--- src/shared/asc_pkg.sv ---
`default_nettype none
package asc_pkg;
    // Timing at a 40 ns clock
    localparam int unsigned CLK_PERIOD_NS = 40;
    localparam int unsigned HOLD_TICK_NS = 1_000_000_000;
    localparam int unsigned HOLD_TICK_CYC = HOLD_TICK_NS / CLK_PERIOD_NS;
    localparam int unsigned DECEL_STEP_NS = 5_000_000;
    localparam int unsigned DECEL_STEP_CYC = DECEL_STEP_NS / CLK_PERIOD_NS;
    localparam int unsigned DIST_TICK_NS = 1_000_000;
    localparam int unsigned DIST_TICK_CYC = DIST_TICK_NS / CLK_PERIOD_NS;
    localparam int unsigned DIST_SHIFT = 4;
    localparam int unsigned N_CPLX = 27;
    ////////////////////////////////////////////////////////////////////////////
    // Register byte offsets
    localparam logic [7:0] OFS_STOP_HOLD = 8'h00;
    localparam logic [7:0] OFS_BRAKE_DIST = 8'h04;
    localparam logic [7:0] OFS_CONFIG = 8'h08;
    localparam logic [7:0] OFS_BEMF = 8'h0C;
    localparam logic [7:0] OFS_ACTION = 8'h10;
    localparam logic [7:0] OFS_STATUS = 8'h14;
    localparam logic [7:0] OFS_VSTART = 8'h20;
    localparam logic [7:0] OFS_VMID = 8'h24;
    localparam logic [7:0] OFS_VHIGH = 8'h28;
    localparam logic [7:0] OFS_CPLX = 8'h40;
    localparam logic [7:0] OFS_CPLX_END = 8'hAC;
    // Reset values
    localparam logic [7:0] RST_STOP_HOLD = 8'h05;
    localparam logic [7:0] RST_BRAKE_DIST = 8'h19;
    localparam logic [7:0] RST_CONFIG = 8'h02;
    localparam logic [7:0] RST_CONFIG_PSYNC = 8'h12;
    localparam logic [7:0] RST_BEMF = 8'h7F;
    localparam logic [1:0] RST_ACTION = 2'h0;
    localparam logic [7:0] RST_VSTART = 8'h08;
    localparam logic [7:0] RST_VMID = 8'h80;
    localparam logic [7:0] RST_VHIGH = 8'hFF;
    localparam logic [7:0] RST_CPLX_STEP = 8'h09;
    // Fields
    localparam int unsigned CFG_CPLX_BIT = 4;
    localparam int unsigned ACT_CBD_BIT = 0;
    localparam int unsigned ACT_SHUTTLE_BIT = 1;
    localparam logic [7:0] BEMF_FULL = 8'h7F;
    localparam logic [6:0] STEP_MID = 7'h40;
    localparam logic [6:0] STEP_MAX = 7'h7F;
    localparam int unsigned STAT_HALT_BIT = 0;
    localparam int unsigned STAT_BRAKE_BIT = 1;
    localparam int unsigned STAT_BEMF_BIT = 2;
    localparam int unsigned STAT_DIR_BIT = 3;
    localparam int unsigned STAT_DRIVE_LSB = 8;
    localparam int unsigned STAT_SEC_LSB = 16;
    localparam logic [1:0] RESP_OKAY = 2'h0;
    localparam logic [1:0] RESP_SLVERR = 2'h2;
    ////////////////////////////////////////////////////////////////////////////
    typedef struct packed {
        logic [7:0] vstart;
        logic [7:0] vmid;
        logic [7:0] vhigh;
    } asc_basic_t;
    typedef logic [N_CPLX-1:0][7:0] asc_cplx_t;
    typedef struct packed {
        logic valid;
        logic [6:0] step;
        logic dir;
    } asc_cmd_t;
    typedef enum logic [1:0] {ST_RUN, ST_BRAKE, ST_HOLD} asc_state_t;
endpackage
`default_nettype wire

--- src/hdl/asc_curve.sv ---
`default_nettype none
module asc_curve (
    input wire logic [6:0] step,
    input wire logic use_cplx,
    input wire logic steam_cap,
    input wire asc_pkg::asc_basic_t basic,
    input wire asc_pkg::asc_cplx_t cplx,
    output logic [7:0] level
);
    import asc_pkg::*;

    function automatic logic [7:0] lerp(input logic [7:0] a, input logic [7:0] b,
                                        input logic [5:0] f);
        logic signed [15:0] sa;
        logic signed [15:0] sb;
        logic signed [15:0] sf;
        logic signed [15:0] d;
        sa = $signed({8'h00, a});
        sb = $signed({8'h00, b});
        sf = $signed({10'h000, f});
        d = (sb - sa) * sf;
        return 8'(sa + (d >>> 6));
    endfunction

    logic [13:0] prod;
    logic [4:0] idx;
    logic [7:0] bas;
    logic [7:0] cx;

    always_comb begin
        // 128 steps spread over 27 points; step 127 lands on the last one
        prod = {7'h00, step} * 14'h001B;
        idx = prod[11:7];
        cx = cplx[idx];
        if (step <= STEP_MID) begin
            bas = lerp(basic.vstart, basic.vmid, 6'(step - 7'h01));
        end else if (step == STEP_MAX) begin
            bas = basic.vhigh;
        end else begin
            bas = lerp(basic.vmid, basic.vhigh, 6'(step - STEP_MID));
        end
        if (step == 7'h00) begin
            level = 8'h00;
        end else if (!use_cplx) begin
            level = bas;
        end else if (steam_cap && (cx > basic.vhigh)) begin
            level = basic.vhigh;
        end else begin
            level = cx;
        end
    end
endmodule
`default_nettype wire

--- src/hdl/asc_tick.sv ---
`default_nettype none
module asc_tick #(
    parameter int unsigned PERIOD = 2
) (
    input wire logic clk,
    input wire logic rst_b,
    input wire logic run,
    output logic tick
);
    import asc_pkg::*;
    localparam int unsigned W = $clog2(PERIOD + 1);
    logic [W-1:0] cnt_ff;
    logic [W-1:0] nxt_cnt;

    // Restarts from zero whenever run drops, so a new phase gets a full period
    always_comb begin
        nxt_cnt = cnt_ff;
        tick = 1'b0;
        if (!run) begin
            nxt_cnt = '0;
        end else if (cnt_ff == W'(PERIOD - 1)) begin
            nxt_cnt = '0;
            tick = 1'b1;
        end else begin
            nxt_cnt = cnt_ff + W'(1);
        end
    end

    always_ff @(posedge clk or negedge rst_b) begin
        if (!rst_b) begin
            cnt_ff <= '0;
        end else begin
            cnt_ff <= nxt_cnt;
        end
    end
endmodule
`default_nettype wire

--- src/hdl/asc_top.sv ---
`default_nettype none
module asc_top #(
    parameter bit PISTON_SYNC = 1'b0,
    parameter bit STEAM_CAP = 1'b0,
    parameter int unsigned HOLD_TICK_CYCLES = asc_pkg::HOLD_TICK_CYC,
    parameter int unsigned DECEL_CYCLES = asc_pkg::DECEL_STEP_CYC,
    parameter int unsigned DIST_CYCLES = asc_pkg::DIST_TICK_CYC
) (
    input wire logic CLK,
    input wire logic RST_B,
    input wire logic [7:0] S_AXI_AWADDR,
    input wire logic S_AXI_AWVALID,
    output logic S_AXI_AWREADY,
    input wire logic [31:0] S_AXI_WDATA,
    input wire logic [3:0] S_AXI_WSTRB,
    input wire logic S_AXI_WVALID,
    output logic S_AXI_WREADY,
    output logic [1:0] S_AXI_BRESP,
    output logic S_AXI_BVALID,
    input wire logic S_AXI_BREADY,
    input wire logic [7:0] S_AXI_ARADDR,
    input wire logic S_AXI_ARVALID,
    output logic S_AXI_ARREADY,
    output logic [31:0] S_AXI_RDATA,
    output logic [1:0] S_AXI_RRESP,
    output logic S_AXI_RVALID,
    input wire logic S_AXI_RREADY,
    input wire asc_pkg::asc_cmd_t THR_CMD,
    input wire logic ASYM_TRACK_CONDITION,
    input wire logic PICKUPS_CLEAR,
    output logic [7:0] MOTOR_DRIVE,
    output logic MOTOR_DIR,
    output logic BEMF_ENABLE,
    output logic HALTED
);
    import asc_pkg::*;

    logic [7:0] hold_ff, nxt_hold, bdist_ff, nxt_bdist, cfg_ff, nxt_cfg;
    logic [7:0] bemf_ff, nxt_bemf;
    logic [1:0] act_ff, nxt_act;
    asc_basic_t basic_ff, nxt_basic;
    asc_cplx_t cplx_ff, nxt_cplx;
    logic bvalid_ff, nxt_bvalid, rvalid_ff, nxt_rvalid;
    logic [1:0] bresp_ff, nxt_bresp, rresp_ff, nxt_rresp;
    logic [31:0] rdata_ff, nxt_rdata;
    logic wr_go, rd_go, w_cx, r_cx;
    logic [7:0] wa, ra;
    logic [4:0] w_idx, r_idx;
    asc_state_t st_ff, nxt_st;
    logic [6:0] thr_ff, nxt_thr;
    logic dir_ff, nxt_dir, bemf_en_ff, nxt_bemf_en;
    logic [7:0] drive_ff, nxt_drive, sec_ff, nxt_sec, curve_lvl;
    logic [15:0] dist_ff, nxt_dist, dist_tgt;
    logic asym_m_ff, asym_s_ff, asym_d_ff, pick_m_ff, pick_s_ff;
    logic sec_tick, dec_tick, dist_tick, asym_rise;

    ////////////////////////////////////////////////////////////////////////////
    // Register bus: write and address taken together, one response per channel at a time
    assign wr_go = S_AXI_AWVALID && S_AXI_WVALID && !bvalid_ff;
    assign rd_go = S_AXI_ARVALID && !rvalid_ff;
    assign S_AXI_AWREADY = wr_go;
    assign S_AXI_WREADY = wr_go;
    assign S_AXI_ARREADY = !rvalid_ff;
    assign S_AXI_BVALID = bvalid_ff;
    assign S_AXI_BRESP = bresp_ff;
    assign S_AXI_RVALID = rvalid_ff;
    assign S_AXI_RRESP = rresp_ff;
    assign S_AXI_RDATA = rdata_ff;
    assign wa = {S_AXI_AWADDR[7:2], 2'b00};
    assign ra = {S_AXI_ARADDR[7:2], 2'b00};
    assign w_cx = (wa >= OFS_CPLX) && (wa < OFS_CPLX_END);
    assign r_cx = (ra >= OFS_CPLX) && (ra < OFS_CPLX_END);
    assign w_idx = 5'((wa - OFS_CPLX) >> 2);
    assign r_idx = 5'((ra - OFS_CPLX) >> 2);

    always_comb begin
        nxt_hold = hold_ff;
        nxt_bdist = bdist_ff;
        nxt_cfg = cfg_ff;
        nxt_bemf = bemf_ff;
        nxt_act = act_ff;
        nxt_basic = basic_ff;
        nxt_cplx = cplx_ff;
        nxt_bvalid = bvalid_ff && !S_AXI_BREADY;
        nxt_bresp = bresp_ff;
        if (wr_go) begin
            nxt_bvalid = 1'b1;
            nxt_bresp = RESP_OKAY;
            // Only byte lane 0 carries register data; other lanes are dropped
            if (w_cx) begin
                if (S_AXI_WSTRB[0]) nxt_cplx[w_idx] = S_AXI_WDATA[7:0];
            end else begin
                unique case (wa)
                    OFS_STOP_HOLD: if (S_AXI_WSTRB[0]) nxt_hold = S_AXI_WDATA[7:0];
                    OFS_BRAKE_DIST: if (S_AXI_WSTRB[0]) nxt_bdist = S_AXI_WDATA[7:0];
                    OFS_CONFIG: if (S_AXI_WSTRB[0]) nxt_cfg = S_AXI_WDATA[7:0];
                    OFS_BEMF: if (S_AXI_WSTRB[0]) nxt_bemf = S_AXI_WDATA[7:0];
                    OFS_ACTION: if (S_AXI_WSTRB[0]) nxt_act = S_AXI_WDATA[1:0];
                    OFS_VSTART: if (S_AXI_WSTRB[0]) nxt_basic.vstart = S_AXI_WDATA[7:0];
                    OFS_VMID: if (S_AXI_WSTRB[0]) nxt_basic.vmid = S_AXI_WDATA[7:0];
                    OFS_VHIGH: if (S_AXI_WSTRB[0]) nxt_basic.vhigh = S_AXI_WDATA[7:0];
                    OFS_STATUS: nxt_bresp = RESP_OKAY;
                    default: nxt_bresp = RESP_SLVERR;
                endcase
            end
        end
        nxt_rvalid = rvalid_ff && !S_AXI_RREADY;
        nxt_rresp = rresp_ff;
        nxt_rdata = rdata_ff;
        if (rd_go) begin
            nxt_rvalid = 1'b1;
            nxt_rresp = RESP_OKAY;
            nxt_rdata = 32'h0000_0000;
            if (r_cx) begin
                nxt_rdata[7:0] = cplx_ff[r_idx];
            end else begin
                unique case (ra)
                    OFS_STOP_HOLD: nxt_rdata[7:0] = hold_ff;
                    OFS_BRAKE_DIST: nxt_rdata[7:0] = bdist_ff;
                    OFS_CONFIG: nxt_rdata[7:0] = cfg_ff;
                    OFS_BEMF: nxt_rdata[7:0] = bemf_ff;
                    OFS_ACTION: nxt_rdata[1:0] = act_ff;
                    OFS_VSTART: nxt_rdata[7:0] = basic_ff.vstart;
                    OFS_VMID: nxt_rdata[7:0] = basic_ff.vmid;
                    OFS_VHIGH: nxt_rdata[7:0] = basic_ff.vhigh;
                    OFS_STATUS: begin
                        nxt_rdata[STAT_HALT_BIT] = (st_ff == ST_HOLD);
                        nxt_rdata[STAT_BRAKE_BIT] = (st_ff == ST_BRAKE);
                        nxt_rdata[STAT_BEMF_BIT] = bemf_en_ff;
                        nxt_rdata[STAT_DIR_BIT] = dir_ff;
                        nxt_rdata[STAT_DRIVE_LSB +: 8] = drive_ff;
                        nxt_rdata[STAT_SEC_LSB +: 8] = sec_ff;
                    end
                    default: nxt_rresp = RESP_SLVERR;
                endcase
            end
        end
    end

    always_ff @(posedge CLK or negedge RST_B) begin
        if (!RST_B) begin
            hold_ff <= RST_STOP_HOLD;
            bdist_ff <= RST_BRAKE_DIST;
            // Piston-sync builds come out of reset on the complex curve
            cfg_ff <= PISTON_SYNC ? RST_CONFIG_PSYNC : RST_CONFIG;
            bemf_ff <= RST_BEMF;
            act_ff <= RST_ACTION;
            basic_ff <= '{vstart: RST_VSTART, vmid: RST_VMID, vhigh: RST_VHIGH};
            for (int i = 0; i < N_CPLX; i++) begin
                cplx_ff[i] <= 8'(i * RST_CPLX_STEP);
            end
            bvalid_ff <= 1'b0;
            bresp_ff <= RESP_OKAY;
            rvalid_ff <= 1'b0;
            rresp_ff <= RESP_OKAY;
            rdata_ff <= 32'h0000_0000;
        end else begin
            hold_ff <= nxt_hold;
            bdist_ff <= nxt_bdist;
            cfg_ff <= nxt_cfg;
            bemf_ff <= nxt_bemf;
            act_ff <= nxt_act;
            basic_ff <= nxt_basic;
            cplx_ff <= nxt_cplx;
            bvalid_ff <= nxt_bvalid;
            bresp_ff <= nxt_bresp;
            rvalid_ff <= nxt_rvalid;
            rresp_ff <= nxt_rresp;
            rdata_ff <= nxt_rdata;
        end
    end

    ////////////////////////////////////////////////////////////////////////////
    // Track pins cross in through two flops each
    always_ff @(posedge CLK or negedge RST_B) begin
        if (!RST_B) begin
            asym_m_ff <= 1'b0;
            asym_s_ff <= 1'b0;
            asym_d_ff <= 1'b0;
            pick_m_ff <= 1'b0;
            pick_s_ff <= 1'b0;
        end else begin
            asym_m_ff <= ASYM_TRACK_CONDITION;
            asym_s_ff <= asym_m_ff;
            asym_d_ff <= asym_s_ff;
            pick_m_ff <= PICKUPS_CLEAR;
            pick_s_ff <= pick_m_ff;
        end
    end
    // Edge, not level: a timed hold that ends inside the section must not retrigger
    assign asym_rise = asym_s_ff && !asym_d_ff;

    asc_tick #(.PERIOD(HOLD_TICK_CYCLES)) u_sec_tick (
        .clk(CLK),
        .rst_b(RST_B),
        .run(st_ff == ST_HOLD),
        .tick(sec_tick)
    );
    asc_tick #(.PERIOD(DECEL_CYCLES)) u_dec_tick (
        .clk(CLK),
        .rst_b(RST_B),
        .run(st_ff == ST_BRAKE),
        .tick(dec_tick)
    );
    asc_tick #(.PERIOD(DIST_CYCLES)) u_dist_tick (
        .clk(CLK),
        .rst_b(RST_B),
        .run((st_ff == ST_BRAKE) && pick_s_ff),
        .tick(dist_tick)
    );
    asc_curve u_curve (
        .step(thr_ff),
        .use_cplx(cfg_ff[CFG_CPLX_BIT]),
        .steam_cap(STEAM_CAP),
        .basic(basic_ff),
        .cplx(cplx_ff),
        .level(curve_lvl)
    );

    ////////////////////////////////////////////////////////////////////////////
    // Stop control
    assign dist_tgt = 16'(bdist_ff) << DIST_SHIFT;

    always_comb begin
        nxt_st = st_ff;
        nxt_thr = thr_ff;
        nxt_dir = dir_ff;
        nxt_drive = drive_ff;
        nxt_dist = dist_ff;
        nxt_sec = sec_ff;
        nxt_bemf_en = (bemf_ff == BEMF_FULL) || ({1'b0, thr_ff} <= bemf_ff);
        unique case (st_ff)
            ST_RUN: begin
                if (THR_CMD.valid) begin
                    nxt_thr = THR_CMD.step;
                    nxt_dir = THR_CMD.dir;
                end
                nxt_drive = curve_lvl;
                if (asym_rise) begin
                    nxt_st = ST_BRAKE;
                    nxt_drive = drive_ff;
                    nxt_dist = 16'h0000;
                end
            end
            ST_BRAKE: begin
                if (act_ff[ACT_CBD_BIT]) begin
                    // Hold entry speed over a fixed distance, counted once clear of the break
                    if (pick_s_ff && (dist_ff >= dist_tgt)) begin
                        nxt_st = ST_HOLD;
                        nxt_drive = 8'h00;
                        nxt_sec = hold_ff;
                    end else if (dist_tick) begin
                        nxt_dist = dist_ff + {8'h00, drive_ff};
                    end
                end else if (drive_ff == 8'h00) begin
                    nxt_st = ST_HOLD;
                    nxt_sec = hold_ff;
                end else if (dec_tick) begin
                    nxt_drive = drive_ff - 8'h01;
                end
            end
            ST_HOLD: begin
                nxt_drive = 8'h00;
                if (sec_ff == 8'h00) begin
                    if (!asym_s_ff) nxt_st = ST_RUN;
                end else if (sec_tick) begin
                    nxt_sec = sec_ff - 8'h01;
                    if (sec_ff == 8'h01) nxt_st = ST_RUN;
                end
                if ((nxt_st == ST_RUN) && act_ff[ACT_SHUTTLE_BIT]) nxt_dir = !dir_ff;
            end
        endcase
    end

    always_ff @(posedge CLK or negedge RST_B) begin
        if (!RST_B) begin
            st_ff <= ST_RUN;
            thr_ff <= 7'h00;
            dir_ff <= 1'b0;
            drive_ff <= 8'h00;
            dist_ff <= 16'h0000;
            sec_ff <= 8'h00;
            bemf_en_ff <= 1'b0;
        end else begin
            st_ff <= nxt_st;
            thr_ff <= nxt_thr;
            dir_ff <= nxt_dir;
            drive_ff <= nxt_drive;
            dist_ff <= nxt_dist;
            sec_ff <= nxt_sec;
            bemf_en_ff <= nxt_bemf_en;
        end
    end

    assign MOTOR_DRIVE = drive_ff;
    assign MOTOR_DIR = dir_ff;
    assign BEMF_ENABLE = bemf_en_ff;
    assign HALTED = (st_ff == ST_HOLD);
endmodule
`default_nettype wire

--- config.mk ---
export PLATFORM = sky130hd
export DESIGN_NAME = asc_top
export DESIGN_NICKNAME = d
export VERILOG_FILES = /design/src/shared/asc_pkg.sv /design/src/hdl/asc_curve.sv /design/src/hdl/asc_tick.sv /design/src/hdl/asc_top.sv
export SDC_FILE = /design/constraint.sdc
export NUM_CORES = 1
export LEC_CHECK = 0
export BUFFER_PORTS_ARGS = -buffer_cell sky130_fd_sc_hd__clkbuf_2
export CAP_MARGIN = 15
export CORE_MARGIN = 3
export CORE_UTILIZATION = 30
export CTS_BUF_LIST = sky130_fd_sc_hd__clkbuf_4
export DETAILED_ROUTE_END_ITERATION = 10
export PLACE_DENSITY = 0.57
export SLEW_MARGIN = 30
export SYNTH_ARGS = -nofsm -noshare
export SYNTH_HDL_FRONTEND = slang
export SYNTH_SLANG_ARGS = --single-unit
export TNS_END_PERCENT = 1
--- constraint.sdc ---
create_clock -name CLK -period 8.06 [get_ports CLK]
set_clock_uncertainty 0.2 [all_clocks]
set_input_delay 1.209 -clock CLK [delete_from_list [all_inputs] [get_ports CLK]]
set_output_delay 1.209 -clock CLK [all_outputs]
set_load 0.02 [all_outputs]
==> run metrics <==
crit path launch type=register; Final min period=7.59 ns; vias in the first global route=20,900; Row Count=111; Worst-path clk slew=0.08 ns; pins over their slew limit=0; Max Cap Violations=0; Die H=311 microns; area of the mapped netlist=0.0279 sq mm; Placed Area=0.0297 sq mm; Util after Layout=34.1%; Vias/cell=5.09; DR DRC count=0; area share of the largest cell type after synthesis=25.2%; Post-synth EDFFs=0; CTS Buf Count=112; final wirelength=80,900 microns; Area Overhead vs Synth=12.3%; Die X=311 microns; setup slack at placement=0.291 ns; Req. time, crit path=8.66 ns; Seq/Total Area, Yosys=37.0%; Final nets=3,066; cell with the most instances after synthesis=mux2_2; Rel. slew slack=27.4%; RePlAce Congestion=0.865; # setup viols final=0; Synth Register Bits=407; top cells by area, synth=dfrtp_1 25%, mux2_2 12%, dfstp_2 12%, ha_1 6.5%, fa_1 5.5%; worst hold path type=in -> async; latest clock arrival within the worst-skew pair=0.96 ns; fillers=9,441; First-pass DRT Iterations=5; CP Class=reg -> reg; TritonCTS Sinks=407; DRT iter0 DRCs=1,580; vias=20,900; max frequency=132 MHz; largest family of logic cells by synthesized area=multiplexers; DR WL/cell=19.7 microns; Crit Path Max Fanout=4; simple-gate share of the synthesized area=12.5%; RSZ-0062 raised after global routing=false; root buffer cell=clkbuf_4; die area=0.0968 sq mm; Ys Warns=0; core area=0.0919 sq mm; crit end category=register; Ports=122; gr ovfl total=0; Post-CTS Hold Buffers=0; layout cells sized above 1=29.7%; global-route wire length before repair=126,000 microns; Worst R2R Setup Slack=0.47 ns; cell accounting for the most synthesized area=dfrtp_1; most frequent cells after synthesis=297 x mux2_2, 281 x dfrtp_1, 211 x nand2_1; H-Tree Depth=3; Port Buffers=80; Starting Density=30.4%; largest net degree at the start of global routing=147; post-synthesis mux area share=20.3%; final hold vios=0; status=finished clean; Final Cell Area=0.0314 sq mm; GRT Overall Usage=16.5%; Avg Inst Size Synth=10.5 sq um; arrival time worst endpoint=8.19 ns; CP max stage cell=fa_1; predominant post-synthesis flop cell=dfrtp_1; Synth cell types=87; TritonCTS clock tree=built; Setup TNS Final=0 ns; CTS Buffer Depth=3; worst-margin pin slew=1.08 ns; Setup WS post-layout=0.471 ns; post-route ant nets=0; detailed placement HPWL=56,400 microns; initial antenna violation count=7; ys async rst share=100%; CP max stage delay=0.56 ns; Mapped Cells=2,666; final period utilization=94.2%; XOR/XNOR share of the synthesized area=3.66%; post-synthesis compound-gate area fraction=9.49%; adder-cell area share of the yosys netlist=12.1%
-- stage by stage --
step	cells	hold WS (ns)
6_report	4113	0.114
5_1_grt	4110	0.109
4_1_cts	4106	0.0516
3_5_place_dp	3899	0.141
3_3_place_gp	3899	0.137
2_1_floorplan	2675	0.131
-- kinds of logic after synthesis --
family | Yosys count
and+or+nand+nor | 738
muxes | 452
DFF | 407
AOI/OAI and AO/OA | 392
buffers and inverters | 339
adders and majority gates | 223
xor gates and xnor gates | 114
other | 1
-- final cells by class --
cell class,count,area [sq um],share of cell area (%)
Antenna cell,4,10.0,0.0319
Clock buffer,178,1340,4.26
Clock inverter,29,236,0.754
Inverter,196,736,2.35
Multi-Input combinational cell,1929,16300,52.1
Sequential cell,407,10300,33.0
Tap cell,1243,1560,4.96
Timing Repair Buffer,127,822,2.62
-- routing by layer --
layer	vias up	share of wire [%]	GRT usage [%]
met5	-	0.028	0
met4	4	2.1	4.31
met3	109	6.6	3.62
met2	552	45	25.6
met1	10600	46	23.3
li1	9694	-	-
-- path summary, 6_finish.rpt --
kind                       cells past startpoint              to    startpoint
max                                           35  MOTOR_DRIVE[7]  basic_ff[17]
max in group asynchronous                      2        st_ff[0]         RST_B
min reg2reg                                    0       pick_s_ff     pick_m_ff
max reg2reg                                   35  MOTOR_DRIVE[7]  basic_ff[17]
min in group CLK                               0       pick_s_ff     pick_m_ff
min                                            1     cplx_ff[36]         RST_B
-- flip-flops by register name (all words and copies together), names as in the netlist, 7 cells and up --
register	flops
cplx_ff	216
u_sec_tick.cnt_ff	25
S_AXI_RDATA	24
basic_ff	24
u_dec_tick.cnt_ff	17
dist_ff	16
u_dist_tick.cnt_ff	15
MOTOR_DRIVE	8
bdist_ff	8
bemf_ff	8
cfg_ff	8
hold_ff	8
sec_ff	8
thr_ff	7
-- timing repair --
| item | CTS | global route |
|---|---|---|
| endpoints found under the setup margin | 0 | 4 |
| buffers inserted | 0 | 3 |
| resized for setup | 0 | 12 |
-- cell usage in the layout (no fill, tap or decap), drive strengths merged, types with 10 or more instances in the layout --
cell / count
a221oi: 29
mux2: 297
clkbuf: 255
mux2i: 93
nor2b: 35
nor4: 10
ha: 146
a21oi: 106
a21o: 13
clkinv: 28
dfstp: 126
nand2b: 18
inv: 195
and2: 44
a31oi: 11
nand4: 20
o31ai: 13
nor2: 205
xnor2: 69
nor3: 40
nand2: 211
conb: 10
dfrtp: 281
buf: 50
nand3: 87
o21ai: 75
o21bai: 10
o211ai: 12
fa: 77
mux4: 62
and3: 27
xor2: 45
or3: 11
a22oi: 19
a211oi: 19
o21a: 12
-- critical path: cells and delay by family, from the launching register on --
kind | cells | cell delay (ns)
simple gates | 9 | 1.01
compound gates | 11 | 1.86
xor+xnor | 5 | 0.83
buf+inv | 3 | 0.22
fa+ha+maj | 7 | 2.88
flops | 1 | 0.43
Power is left out: the tool's default activity adds up to more than one toggle a clock period on the data nets, which glitch-free logic cannot reach.
